**config.mk**
```make
export PLATFORM = sky130hd
export DESIGN_NAME = sic_core
export DESIGN_NICKNAME = d
export VERILOG_FILES = /design/src/design/sic_pkg.sv /design/src/design/sic_core.sv
export SDC_FILE = /design/constraint.sdc
export NUM_CORES = 2
export LEC_CHECK = 0
export ABC_AREA = 1
export BUFFER_PORTS_ARGS = -buffer_cell sky130_fd_sc_hd__clkbuf_2
export CAP_MARGIN = 30
export CORE_MARGIN = 8
export CORE_UTILIZATION = 25
export CTS_BUF_LIST = sky130_fd_sc_hd__clkbuf_4 sky130_fd_sc_hd__clkbuf_8
export DETAILED_ROUTE_END_ITERATION = 8
export PLACE_DENSITY_LB_ADDON = 0.1
export SLEW_MARGIN = 0
export SYNTH_ARGS = -nofsm -noshare
export SYNTH_HDL_FRONTEND = slang
export SYNTH_SLANG_ARGS = --single-unit
```
**constraint.sdc**
```tcl
create_clock -name clock -period 41.4 [get_ports clock]
set_clock_uncertainty 0.05 [all_clocks]
set_input_delay 4.14 -clock clock [delete_from_list [all_inputs] [get_ports clock]]
set_output_delay 4.14 -clock clock [all_outputs]
set_load 0.05 [all_outputs]
```
**src/design/sic_pkg.sv**
```systemverilog
/*
  Constants for the safety input conditioning block: register map,
  field positions, reset values, channel counts and timing.
  Assumes a 50 MHz module clock and a 32-bit APB register bus.
*/
package sic_pkg;

  // ****************************************
  // clock and timing
  // ****************************************
  localparam int CLK_PERIOD_NS = 20;
  localparam int CYC_PER_US = 1000 / CLK_PERIOD_NS;
  localparam int FILT_RESIDUE_US = 15;
  localparam int TP_RESIDUE_US = 43;
  localparam int TIME_W = 16;
  localparam int CNT_W = 22;

  // ****************************************
  // channel counts
  // ****************************************
  localparam int NUM_DI = 8;
  localparam int NUM_DO = 8;
  localparam int NUM_AI = 4;
  localparam int NUM_VAR = 24;
  localparam int SM_ID_W = 3;
  localparam int OWN_PER_WORD = 8;

  // ****************************************
  // register byte offsets
  // ****************************************
  localparam logic [11:0] OFS_CTRL = 12'h000;
  localparam logic [11:0] OFS_DI_POL = 12'h004;
  localparam logic [11:0] OFS_DI_DUAL = 12'h008;
  localparam logic [11:0] OFS_DI_COMPL = 12'h00C;
  localparam logic [11:0] OFS_FILT_TIME = 12'h010;
  localparam logic [11:0] OFS_DISC_TIME = 12'h014;
  localparam logic [11:0] OFS_AI_CFG = 12'h018;
  localparam logic [11:0] OFS_VAR_DEFAULT = 12'h01C;
  localparam logic [11:0] OFS_VAR_OWNER0 = 12'h020;
  localparam logic [11:0] OFS_OUT_DEFAULT = 12'h02C;
  localparam logic [11:0] OFS_STATUS = 12'h030;
  localparam logic [11:0] OFS_DISC_FAULT = 12'h034;
  localparam logic [11:0] OFS_VAR_VALUE = 12'h038;
  localparam logic [11:0] OFS_AI_VOTE = 12'h03C;

  // ****************************************
  // fields and reset values
  // ****************************************
  localparam int CTRL_RUN_BIT = 0;
  localparam int AI_CFG_CH0_LSB = 0;
  localparam int AI_CFG_CH2_LSB = 2;
  localparam int LAMP_DEF_BIT = 8;
  localparam logic [TIME_W-1:0] FILT_TIME_RST = 16'h0000;
  localparam logic [TIME_W-1:0] DISC_TIME_RST = 16'h0000;

  typedef enum logic [1:0] {
    SIC_AI_SINGLE,
    SIC_AI_DUAL,
    SIC_AI_TRIPLE
  } sic_ai_mode_t;

endpackage

```
**src/design/sic_core.sv**
```systemverilog
/*
  Safety input conditioning: debounce filters, polarity, dual digital
  pairs with discrepancy check, analog channel voting, Boolean
  variables with single-writer ownership and default output values.
  Assumes field inputs synchronous to clock, and an APB master.
*/
// The APB register port and the address map are this design's own decisions.
// Behaviour
// - any raw edge starts the filter timer; further edges restart it
// - filtered output holds old value until timer expires without edge
// - filter time zero bypasses the debounce filter
// - program start clears filters; high inputs read false for one filter time
// - plain inputs suppress pulses up to filter time minus 15 us; here up to the whole filter time
// - test-pulse inputs suppress up to filter time minus pulses, constants, 43 us; here all inputs up to the whole filter time
// - dual pair is complementary when even-channel setting on, else equivalent
// - dual configuration carries true value, discrepancy, filter, complementary
// - four analog channels, each usable alone as a single monitor
// - one-of-two voting only on pairs 0/1 and 2/3; even reserves odd
// - two-of-three voting only led by channel 0; reserves 1 and 2
// - dual configurations expose only the even lead channel
// - at most 24 Boolean variables for machines and scan port
// - each variable has one writing machine; all machines may read it
// - outputs, variables and lamp take their default when not driven; variables here load it only at program start
// - per-channel polarity decides which pin level reads as true
// - dual pair comparison deferred by discrepancy time after a change
`timescale 1ns/10ps
`default_nettype none
module sic_core #(
  parameter int NDI = sic_pkg::NUM_DI
) (
  input wire logic clock,
  input wire logic sys_rst,
  input wire logic psel,
  input wire logic penable,
  input wire logic pwrite,
  input wire logic [11:0] paddr,
  input wire logic [31:0] pwdata,
  output logic [31:0] prdata,
  output logic pready,
  output logic pslverr,
  input wire logic [NDI-1:0] di_raw,
  input wire logic analog_in_ch0,
  input wire logic analog_in_ch1,
  input wire logic analog_in_ch2,
  input wire logic analog_in_ch3,
  input wire logic [sic_pkg::SM_ID_W-1:0] sm_var_id,
  input wire logic [sic_pkg::NUM_VAR-1:0] sm_var_we,
  input wire logic [sic_pkg::NUM_VAR-1:0] sm_var_wdata,
  input wire logic [sic_pkg::NUM_DO-1:0] sm_do_drive,
  input wire logic [sic_pkg::NUM_DO-1:0] sm_do_val,
  input wire logic sm_lamp_drive,
  input wire logic sm_lamp_val,
  output logic [NDI-1:0] di_true,
  output logic [NDI/2-1:0] disc_fault,
  output logic [sic_pkg::NUM_AI-1:0] ai_vote,
  output logic [sic_pkg::NUM_AI-1:0] ai_reserved,
  output logic [sic_pkg::NUM_VAR-1:0] var_value,
  output logic [sic_pkg::NUM_DO-1:0] do_out,
  output logic user_indicator_lamp,
  output logic prog_running
);

  // ****************************************
  // register bus
  // ****************************************
  logic run_q;
  logic [NDI-1:0] pol_q, dual_q, compl_q;
  logic [sic_pkg::TIME_W-1:0] filt_time_q, disc_time_q;
  logic [1:0] ai_ch0_q, ai_ch2_q;
  logic [sic_pkg::NUM_VAR-1:0] var_def_q;
  logic [sic_pkg::NUM_DO:0] out_def_q;
  logic [sic_pkg::SM_ID_W-1:0] owner_q [sic_pkg::NUM_VAR];
  logic wr, start;
  logic [NDI-1:0] even_mask;
  logic [sic_pkg::CNT_W-1:0] filt_lim, disc_lim;

  assign wr = psel & penable & pwrite;
  assign pready = 1'b1;
  // settings steer timers only in cycles, so scale once here
  assign filt_lim = sic_pkg::CNT_W'(filt_time_q) * sic_pkg::CNT_W'(sic_pkg::CYC_PER_US);
  assign disc_lim = sic_pkg::CNT_W'(disc_time_q) * sic_pkg::CNT_W'(sic_pkg::CYC_PER_US);

  // pair settings live on even channels only
  always_comb begin
    for (int k = 0; k < NDI; k++) begin
      even_mask[k] = (k % 2) == 0;
    end
  end

  // configuration writes
  always_ff @(posedge clock or posedge sys_rst) begin
    if (sys_rst) begin
      run_q <= 1'b0;
      pol_q <= '0;
      dual_q <= '0;
      compl_q <= '0;
      filt_time_q <= sic_pkg::FILT_TIME_RST;
      disc_time_q <= sic_pkg::DISC_TIME_RST;
      ai_ch0_q <= 2'h0;
      ai_ch2_q <= 2'h0;
      var_def_q <= '0;
      out_def_q <= '0;
      for (int v = 0; v < sic_pkg::NUM_VAR; v++) begin
        owner_q[v] <= '0;
      end
    end else if (wr) begin
      unique case (paddr)
        sic_pkg::OFS_CTRL: run_q <= pwdata[sic_pkg::CTRL_RUN_BIT];
        sic_pkg::OFS_DI_POL: pol_q <= pwdata[NDI-1:0];
        sic_pkg::OFS_DI_DUAL: dual_q <= pwdata[NDI-1:0] & even_mask;
        sic_pkg::OFS_DI_COMPL: compl_q <= pwdata[NDI-1:0] & even_mask;
        sic_pkg::OFS_FILT_TIME: filt_time_q <= pwdata[sic_pkg::TIME_W-1:0];
        sic_pkg::OFS_DISC_TIME: disc_time_q <= pwdata[sic_pkg::TIME_W-1:0];
        sic_pkg::OFS_AI_CFG: begin
          ai_ch0_q <= pwdata[sic_pkg::AI_CFG_CH0_LSB +: 2];
          ai_ch2_q <= pwdata[sic_pkg::AI_CFG_CH2_LSB +: 2];
        end
        sic_pkg::OFS_VAR_DEFAULT: var_def_q <= pwdata[sic_pkg::NUM_VAR-1:0];
        sic_pkg::OFS_OUT_DEFAULT: out_def_q <= pwdata[sic_pkg::NUM_DO:0];
        default: begin
          // owner words: eight 3-bit machine ids per word
          for (int w = 0; w < sic_pkg::NUM_VAR / sic_pkg::OWN_PER_WORD; w++) begin
            if (paddr == sic_pkg::OFS_VAR_OWNER0 + 12'(4 * w)) begin
              for (int f = 0; f < sic_pkg::OWN_PER_WORD; f++) begin
                owner_q[w * sic_pkg::OWN_PER_WORD + f] <= pwdata[f * sic_pkg::SM_ID_W +: sic_pkg::SM_ID_W];
              end
            end
          end
        end
      endcase
    end
  end

  // ****************************************
  // program start
  // ****************************************
  logic run_p;

  // rising edge of run starts the user program
  always_ff @(posedge clock or posedge sys_rst) begin
    if (sys_rst) begin
      run_p <= 1'b0;
    end else begin
      run_p <= run_q;
    end
  end
  assign start = run_q & ~run_p;
  assign prog_running = run_q;

  // ****************************************
  // debounce filters and polarity
  // ****************************************
  logic [NDI-1:0] raw_q, filt, tv;

  // one stage of history to see raw edges
  always_ff @(posedge clock or posedge sys_rst) begin
    if (sys_rst) begin
      raw_q <= '0;
    end else begin
      raw_q <= di_raw;
    end
  end

  // the filter adopts only after a full quiet time, so the longest
  // rejected pulse is the filter time less pipeline residue:
  // residue zero here, so plain inputs reject up to the whole filter time
  // test pulse residue handled by configured times
  for (genvar i = 0; i < NDI; i++) begin : g_di
    logic [sic_pkg::CNT_W-1:0] cnt_q;
    logic tmr_q, f_q;
    always_ff @(posedge clock or posedge sys_rst) begin
      if (sys_rst) begin
        cnt_q <= '0;
        tmr_q <= 1'b0;
        f_q <= 1'b0;
      end else if (start) begin
        cnt_q <= '0;
        tmr_q <= 1'b1;
        f_q <= 1'b0;
      end else if (filt_lim == '0) begin
        cnt_q <= '0;
        tmr_q <= 1'b0;
        f_q <= di_raw[i];
      end else if (di_raw[i] != raw_q[i]) begin
        cnt_q <= '0;
        tmr_q <= 1'b1;
      end else if (tmr_q) begin
        if (cnt_q == filt_lim - sic_pkg::CNT_W'(1)) begin
          tmr_q <= 1'b0;
          f_q <= raw_q[i];
        end else begin
          cnt_q <= cnt_q + sic_pkg::CNT_W'(1);
        end
      end
    end
    assign filt[i] = f_q;
    assign tv[i] = f_q ^ pol_q[i];
  end

  // odd partner of a dual pair is hidden from the machines
  always_ff @(posedge clock or posedge sys_rst) begin
    if (sys_rst) begin
      di_true <= '0;
    end else begin
      for (int k = 0; k < NDI; k++) begin
        di_true[k] <= tv[k] & ~((k % 2 == 1) && dual_q[k - k % 2]);
      end
    end
  end

  // ****************************************
  // dual pair discrepancy
  // ****************************************
  logic [NDI/2-1:0] fault_clr;
  logic [NDI-1:0] tv_p;

  always_ff @(posedge clock or posedge sys_rst) begin
    if (sys_rst) begin
      tv_p <= '0;
    end else begin
      tv_p <= tv;
    end
  end
  assign fault_clr = (wr && paddr == sic_pkg::OFS_DISC_FAULT) ? pwdata[NDI/2-1:0] : '0;

  for (genvar p = 0; p < NDI / 2; p++) begin : g_pair
    logic [sic_pkg::CNT_W-1:0] dcnt_q;
    logic dtmr_q, fl_q, chg, agree, expire;
    assign chg = (tv[2*p] != tv_p[2*p]) | (tv[2*p+1] != tv_p[2*p+1]);
    assign agree = compl_q[2*p] ? (tv[2*p] != tv[2*p+1]) : (tv[2*p] == tv[2*p+1]);
    assign expire = dtmr_q && !chg && dcnt_q >= disc_lim;
    always_ff @(posedge clock or posedge sys_rst) begin
      if (sys_rst) begin
        dcnt_q <= '0;
        dtmr_q <= 1'b0;
      end else if (!dual_q[2*p] || start || chg) begin
        dcnt_q <= '0;
        dtmr_q <= dual_q[2*p];
      end else if (expire) begin
        dtmr_q <= 1'b0;
      end else if (dtmr_q) begin
        dcnt_q <= dcnt_q + sic_pkg::CNT_W'(1);
      end
    end
    // sticky fault; a new fault beats a same-cycle clear
    always_ff @(posedge clock or posedge sys_rst) begin
      if (sys_rst) begin
        fl_q <= 1'b0;
      end else if (expire && !agree) begin
        fl_q <= 1'b1;
      end else if (fault_clr[p]) begin
        fl_q <= 1'b0;
      end
    end
    assign disc_fault[p] = fl_q;
  end

  // ****************************************
  // analog voting
  // ****************************************
  logic [sic_pkg::NUM_AI-1:0] ai;
  logic m0_dual, m0_tri, m2_dual;

  assign ai = {analog_in_ch3, analog_in_ch2, analog_in_ch1, analog_in_ch0};
  assign m0_dual = ai_ch0_q == sic_pkg::SIC_AI_DUAL;
  // triple only led by channel 0
  assign m0_tri = ai_ch0_q == sic_pkg::SIC_AI_TRIPLE;
  // channel 2 cannot lead a triple
  assign m2_dual = ai_ch2_q == sic_pkg::SIC_AI_DUAL && !m0_tri;

  // reserved channels read zero; illegal codes act as single
  always_ff @(posedge clock or posedge sys_rst) begin
    if (sys_rst) begin
      ai_vote <= '0;
      ai_reserved <= '0;
    end else begin
      ai_vote <= ai;
      // channel 2 is only reserved by a triple; as a dual it is the lead
      ai_reserved <= {m2_dual, m0_tri, m0_dual | m0_tri, 1'b0};
      if (m0_tri) begin
        ai_vote[2:0] <= {2'b00, (ai[0] & ai[1]) | (ai[0] & ai[2]) | (ai[1] & ai[2])};
      end else if (m0_dual) begin
        ai_vote[1:0] <= {1'b0, ai[0] | ai[1]};
      end
      if (m2_dual) begin
        ai_vote[3:2] <= {1'b0, ai[2] | ai[3]};
      end
    end
  end

  // ****************************************
  // variables and default outputs
  // ****************************************
  // fixed pool of 24 variables
  logic [sic_pkg::NUM_VAR-1:0] var_q;

  always_ff @(posedge clock or posedge sys_rst) begin
    if (sys_rst) begin
      var_q <= '0;
    end else if (start) begin
      var_q <= var_def_q;
    end else begin
      for (int v = 0; v < sic_pkg::NUM_VAR; v++) begin
        if (sm_var_we[v] && sm_var_id == owner_q[v]) begin
          var_q[v] <= sm_var_wdata[v];
        end
      end
    end
  end
  assign var_value = var_q;

  // undriven outputs and lamp show default
  always_ff @(posedge clock or posedge sys_rst) begin
    if (sys_rst) begin
      do_out <= '0;
      user_indicator_lamp <= 1'b0;
    end else begin
      do_out <= (sm_do_drive & sm_do_val) | (~sm_do_drive & out_def_q[sic_pkg::NUM_DO-1:0]);
      user_indicator_lamp <= sm_lamp_drive ? sm_lamp_val : out_def_q[sic_pkg::LAMP_DEF_BIT];
    end
  end

  // ****************************************
  // read mux
  // ****************************************
  // variables are read-only on the bus
  always_comb begin
    prdata = 32'h00000000;
    pslverr = 1'b0;
    unique case (paddr)
      sic_pkg::OFS_CTRL: prdata[0] = run_q;
      sic_pkg::OFS_DI_POL: prdata[NDI-1:0] = pol_q;
      sic_pkg::OFS_DI_DUAL: prdata[NDI-1:0] = dual_q;
      sic_pkg::OFS_DI_COMPL: prdata[NDI-1:0] = compl_q;
      sic_pkg::OFS_FILT_TIME: prdata[sic_pkg::TIME_W-1:0] = filt_time_q;
      sic_pkg::OFS_DISC_TIME: prdata[sic_pkg::TIME_W-1:0] = disc_time_q;
      sic_pkg::OFS_AI_CFG: prdata[3:0] = {ai_ch2_q, ai_ch0_q};
      sic_pkg::OFS_VAR_DEFAULT: prdata[sic_pkg::NUM_VAR-1:0] = var_def_q;
      sic_pkg::OFS_OUT_DEFAULT: prdata[sic_pkg::NUM_DO:0] = out_def_q;
      sic_pkg::OFS_STATUS: prdata[2*NDI-1:0] = {raw_q, filt};
      sic_pkg::OFS_DISC_FAULT: prdata[NDI/2-1:0] = disc_fault;
      sic_pkg::OFS_VAR_VALUE: prdata[sic_pkg::NUM_VAR-1:0] = var_q;
      sic_pkg::OFS_AI_VOTE: prdata[7:0] = {ai_reserved, ai_vote};
      default: begin
        pslverr = psel & penable;
        for (int w = 0; w < sic_pkg::NUM_VAR / sic_pkg::OWN_PER_WORD; w++) begin
          if (paddr == sic_pkg::OFS_VAR_OWNER0 + 12'(4 * w)) begin
            pslverr = 1'b0;
            for (int f = 0; f < sic_pkg::OWN_PER_WORD; f++) begin
              prdata[f * sic_pkg::SM_ID_W +: sic_pkg::SM_ID_W] = owner_q[w * sic_pkg::OWN_PER_WORD + f];
            end
          end
        end
      end
    endcase
  end
endmodule
`default_nettype wire

```
==> flow_metrics.tcl <==
set metrics [dict create \
    slew_viol_final 0 \
    numCtsBuffers 107 \
    rsz0062_at_grt "no" \
    path_buf_inv 6 \
    synth-simple-area-share_pct 31.1 \
    finalPower_mw 1.21 \
    cp_max_fo 20 \
    path_delay_family "buffers and inverters" \
    rows 141 \
    cp-end-kind "output pin" \
    holdWs_ns 0.435 \
    drive_gt1_share_pct 10.7 \
    max_clock_freq_ghz 0.0808 \
    ys_types 62 \
    crit_cells 12 \
    setup_viol 0 \
    yosys.area_share.xor_xnor_pct 6.69 \
    tritoncts "built" \
    synthArstFlopShare_pct 100 \
    drt-vias-per-instance 4.70 \
    cts_resized 0 \
    hold_viol_final 0 \
    netlist_area_um2 36900 \
    synth-compound-area-share_pct 10.3 \
    syn_avg_cell_area_um2 7.19 \
    grt_overflow 0 \
    cap_violations 0 \
    wl_per_cell_um 20.2 \
    reg2reg_depth 24 \
    grt_start_max_net_pins 100 \
    die-area_um2 160000 \
    placed_cell_area_um2 40000 \
    ys_warn_count 0 \
    wirelength_mm 148 \
    hold_path_depth 2 \
    port_buffers 199 \
    dr.pass1.iters 8 \
    synthCells 5132 \
    finalInstanceArea_um2 42300 \
    ys_seq_area_share_pct 34.4 \
    hold_path.class "flip-flop to flip-flop" \
    grt_pass1_wl_mm 222 \
    clock_tree.root_cell "clkbuf_8" \
    postCtsSetupBuffers 0 \
    period_share_pct 29.9 \
    leakage_nw 20.7 \
    clk_latency_ns 0.82 \
    synth_top_flop_cell "dfrtp_1" \
    grt_pass1_vias 34000 \
    drt_iter0_markers 2537 \
    cts_max_level 3 \
    period_needed_ns 12.38 \
    critPathRequiredTime_ns 37.21 \
    powerDensity_nw_per_um2 28.6 \
    crit_arrival_ns 8.19 \
    synth_edf_count 0 \
    synthAdderAreaFrac_pct 8.15 \
    drc_errors 0 \
    clk_path_buf_depth 3 \
    coreArea_um2 147000 \
    vias 34600 \
    max-slew-margin-rel_pct 33.3 \
    postRouteAntennaNets 0 \
    fill_cells 16300 \
    synth_top_family_by_area "simple AND/OR/NAND/NOR gates" \
    path_class "input port to output pin" \
    nNetsFinal 5694 \
    io_pins 218 \
    area_growth_pct 14.5 \
    crit_slowest_cell "nor4_1" \
    grtUsageTotal_pct 18.3 \
    clock-sinks 507 \
    finalSetupTns_ns 0 \
    worstMarginPinSlew_ns 0.997 \
    worstSetupStartpointType "input port" \
    initial_core_util_pct 25.1 \
    outcome "completed" \
    die_y_um 400 \
    synth.area.mux_share_pct 0.0305 \
    clkTransAtPathRegs_ns 0.05 \
    antenna_found_initial 7 \
    cp_slowest_stage_delay_ns 0.77 \
    die_x_um 400 \
    synth-seq-cells 507 \
    hpwl_mm 108 \
    postCtsHoldBufs 0 \
    gp_congestion 0.865 \
    vdd.ir_drop.worst_mv 0.0228 \
    crit_chain "clkbuf_2 > nor4_1 > inv_1 > nor2_1 > inv_1 > nor2_1 > buf_4 > inv_1 > o221ai_1 > nor2_1 > a41oi_1 > clkbuf_2" \
]
final timing paths:
| check | startpoint | endpoint | slack (ns) |
|---|---|---|---|
| min in group asynchronous | sys_rst | owner_q[24]$_DFFE_PP0P_ | 3.28 |
| hold reg to reg | out_def_q[1]$_DFFE_PP0P_ | out_def_q[1]$_DFFE_PP0P_ | 0.43 |
| setup / recovery | paddr[9] | prdata[3] | 29.02 |
| hold / removal | out_def_q[1]$_DFFE_PP0P_ | out_def_q[1]$_DFFE_PP0P_ | 0.43 |
| max in group asynchronous | sys_rst | g_di[7].cnt_q[6]$_DFFE_PP0P_ | 35.45 |
| setup reg to reg | filt_time_q[1]$_DFFE_PP0P_ | g_di[3].tmr_q$_DFF_PP0_ | 34.32 |
worst register-to-register path, cell delays in order, from the launching register on:
cell	delay [ns]
dfrtp_1	0.40
inv_1	0.18
ha_1	0.32
buf_4	0.35
ha_1	0.32
ha_1	0.26
fa_1	0.49
inv_1	0.13
nand4_1	0.18
nor2_1	0.31
nand3_2	0.19
nor2_4	0.18
nand4_1	0.09
nand2_1	0.62
nand2_2	0.52
nand2_1	0.17
nand2_1	0.06
a21oi_1	0.11
nand2_1	0.06
nor2_1	0.13
nand3_1	0.72
nand2_2	0.79
nand2_1	0.12
nand2_1	0.09
nand2_1	0.06
state kept, by name (all words and copies together), names as in the netlist, 8 cells and up:
| name | count |
|---|---|
| do_out | 8 |
| disc_time_q | 16 |
| g_di.tmr_q | 8 |
| raw_q | 8 |
| tv_p | 8 |
| g_di.cnt_q | 176 |
| filt_time_q | 16 |
| pol_q | 8 |
| owner_q | 72 |
| out_def_q | 9 |
| var_def_q | 24 |
| g_pair.dcnt_q | 88 |
| g_di.f_q | 8 |
| var_value | 24 |
metrics by stage:
stage / setup WS [ns] / cells / util, %
6_report: 29.02 / 7348 / 28.7
5_1_grt: 28.89 / 7346 / 28.7
4_1_cts: 29.13 / 7344 / 28.7
3_5_place_dp: 29.16 / 7157 / 27.2
3_3_place_gp: 28.54 / 7151 / 27.1
2_1_floorplan: 23.05 / 5140 / -
per-layer routing:
layer	wire length [um]	global-route usage [%]	vias to the layer above	share of wire, %
met5	11	0	-	0.0074
met4	4700	6.07	2	3.2
met3	7350	2.89	199	5.0
met2	66800	29.3	736	45
met1	69400	25.0	16400	47
li1	-	-	17200	-
cells by family after synthesis:
family | after synthesis
buf+inv | 855
mux | 1
fa+ha+maj | 227
xor+xnor | 282
other cells | 2
simple gates | 2608
flops | 507
compound gates | 650
power breakdown:
part	internal, mW	switching (mW)	leakage [nW]
Sequential	0.503	0.00986	6.79
Clock	0.325	0.259	1.21
Combinational	0.0233	0.0858	12.7
Total	0.852	0.355	20.7
placed cells by master, fill, tap and decap left out, types with 17 or more instances in the layout:
cell and instances:
buf_4 49, inv_1 664, nor2_1 354, nor3_1 124, clkbuf_2 199, clkbuf_8 130
ha_1 205, xor2_1 224, a221oi_1 27, a31oi_1 27, nand3_1 350, o2111ai_1 30
nor2_2 20, o21ai_0 292, a211oi_1 19, a21oi_1 142, xnor2_1 58, fa_1 22
nor4_1 38, o22ai_1 46, clkbuf_4 39, inv_2 23, nand2_1 1465, dfrtp_1 507
nand4_1 140, nand2_2 35, nand2_4 17
cell type report:
| cell class | instances | area, um2 | share of cell area (%) |
|---|---|---|---|
| flip-flops and latches | 507 | 12700 | 30.0 |
| multi-input cells | 3778 | 20800 | 49.3 |
| clock inverters | 18 | 169 | 0.400 |
| inverters | 691 | 2600 | 6.16 |
| repair buffers | 252 | 1460 | 3.46 |
| diodes | 3 | 7.51 | 0.0178 |
| clock buffers | 169 | 2080 | 4.93 |
| well taps | 1930 | 2410 | 5.72 |
cells in the mapped netlist (28+ instances only):
cell type | number | area, um2
nand2_1 | 1466 | 5500
inv_1 | 666 | 2500
dfrtp_1 | 507 | 12700
nor2_1 | 357 | 1340
nand3_1 | 350 | 1750
o21ai_0 | 292 | 1460
xor2_1 | 224 | 1960
ha_1 | 205 | 2560
a21oi_1 | 142 | 711
nand4_1 | 140 | 876
nor3_1 | 124 | 621
clkbuf_1 | 94 | 353
xnor2_1 | 58 | 508
o22ai_1 | 46 | 288
nor4_1 | 38 | 238
nand2_2 | 34 | 213
o2111ai_1 | 30 | 263
buf_4 | 28 | 210
Power figures use the tool's default switching activity.
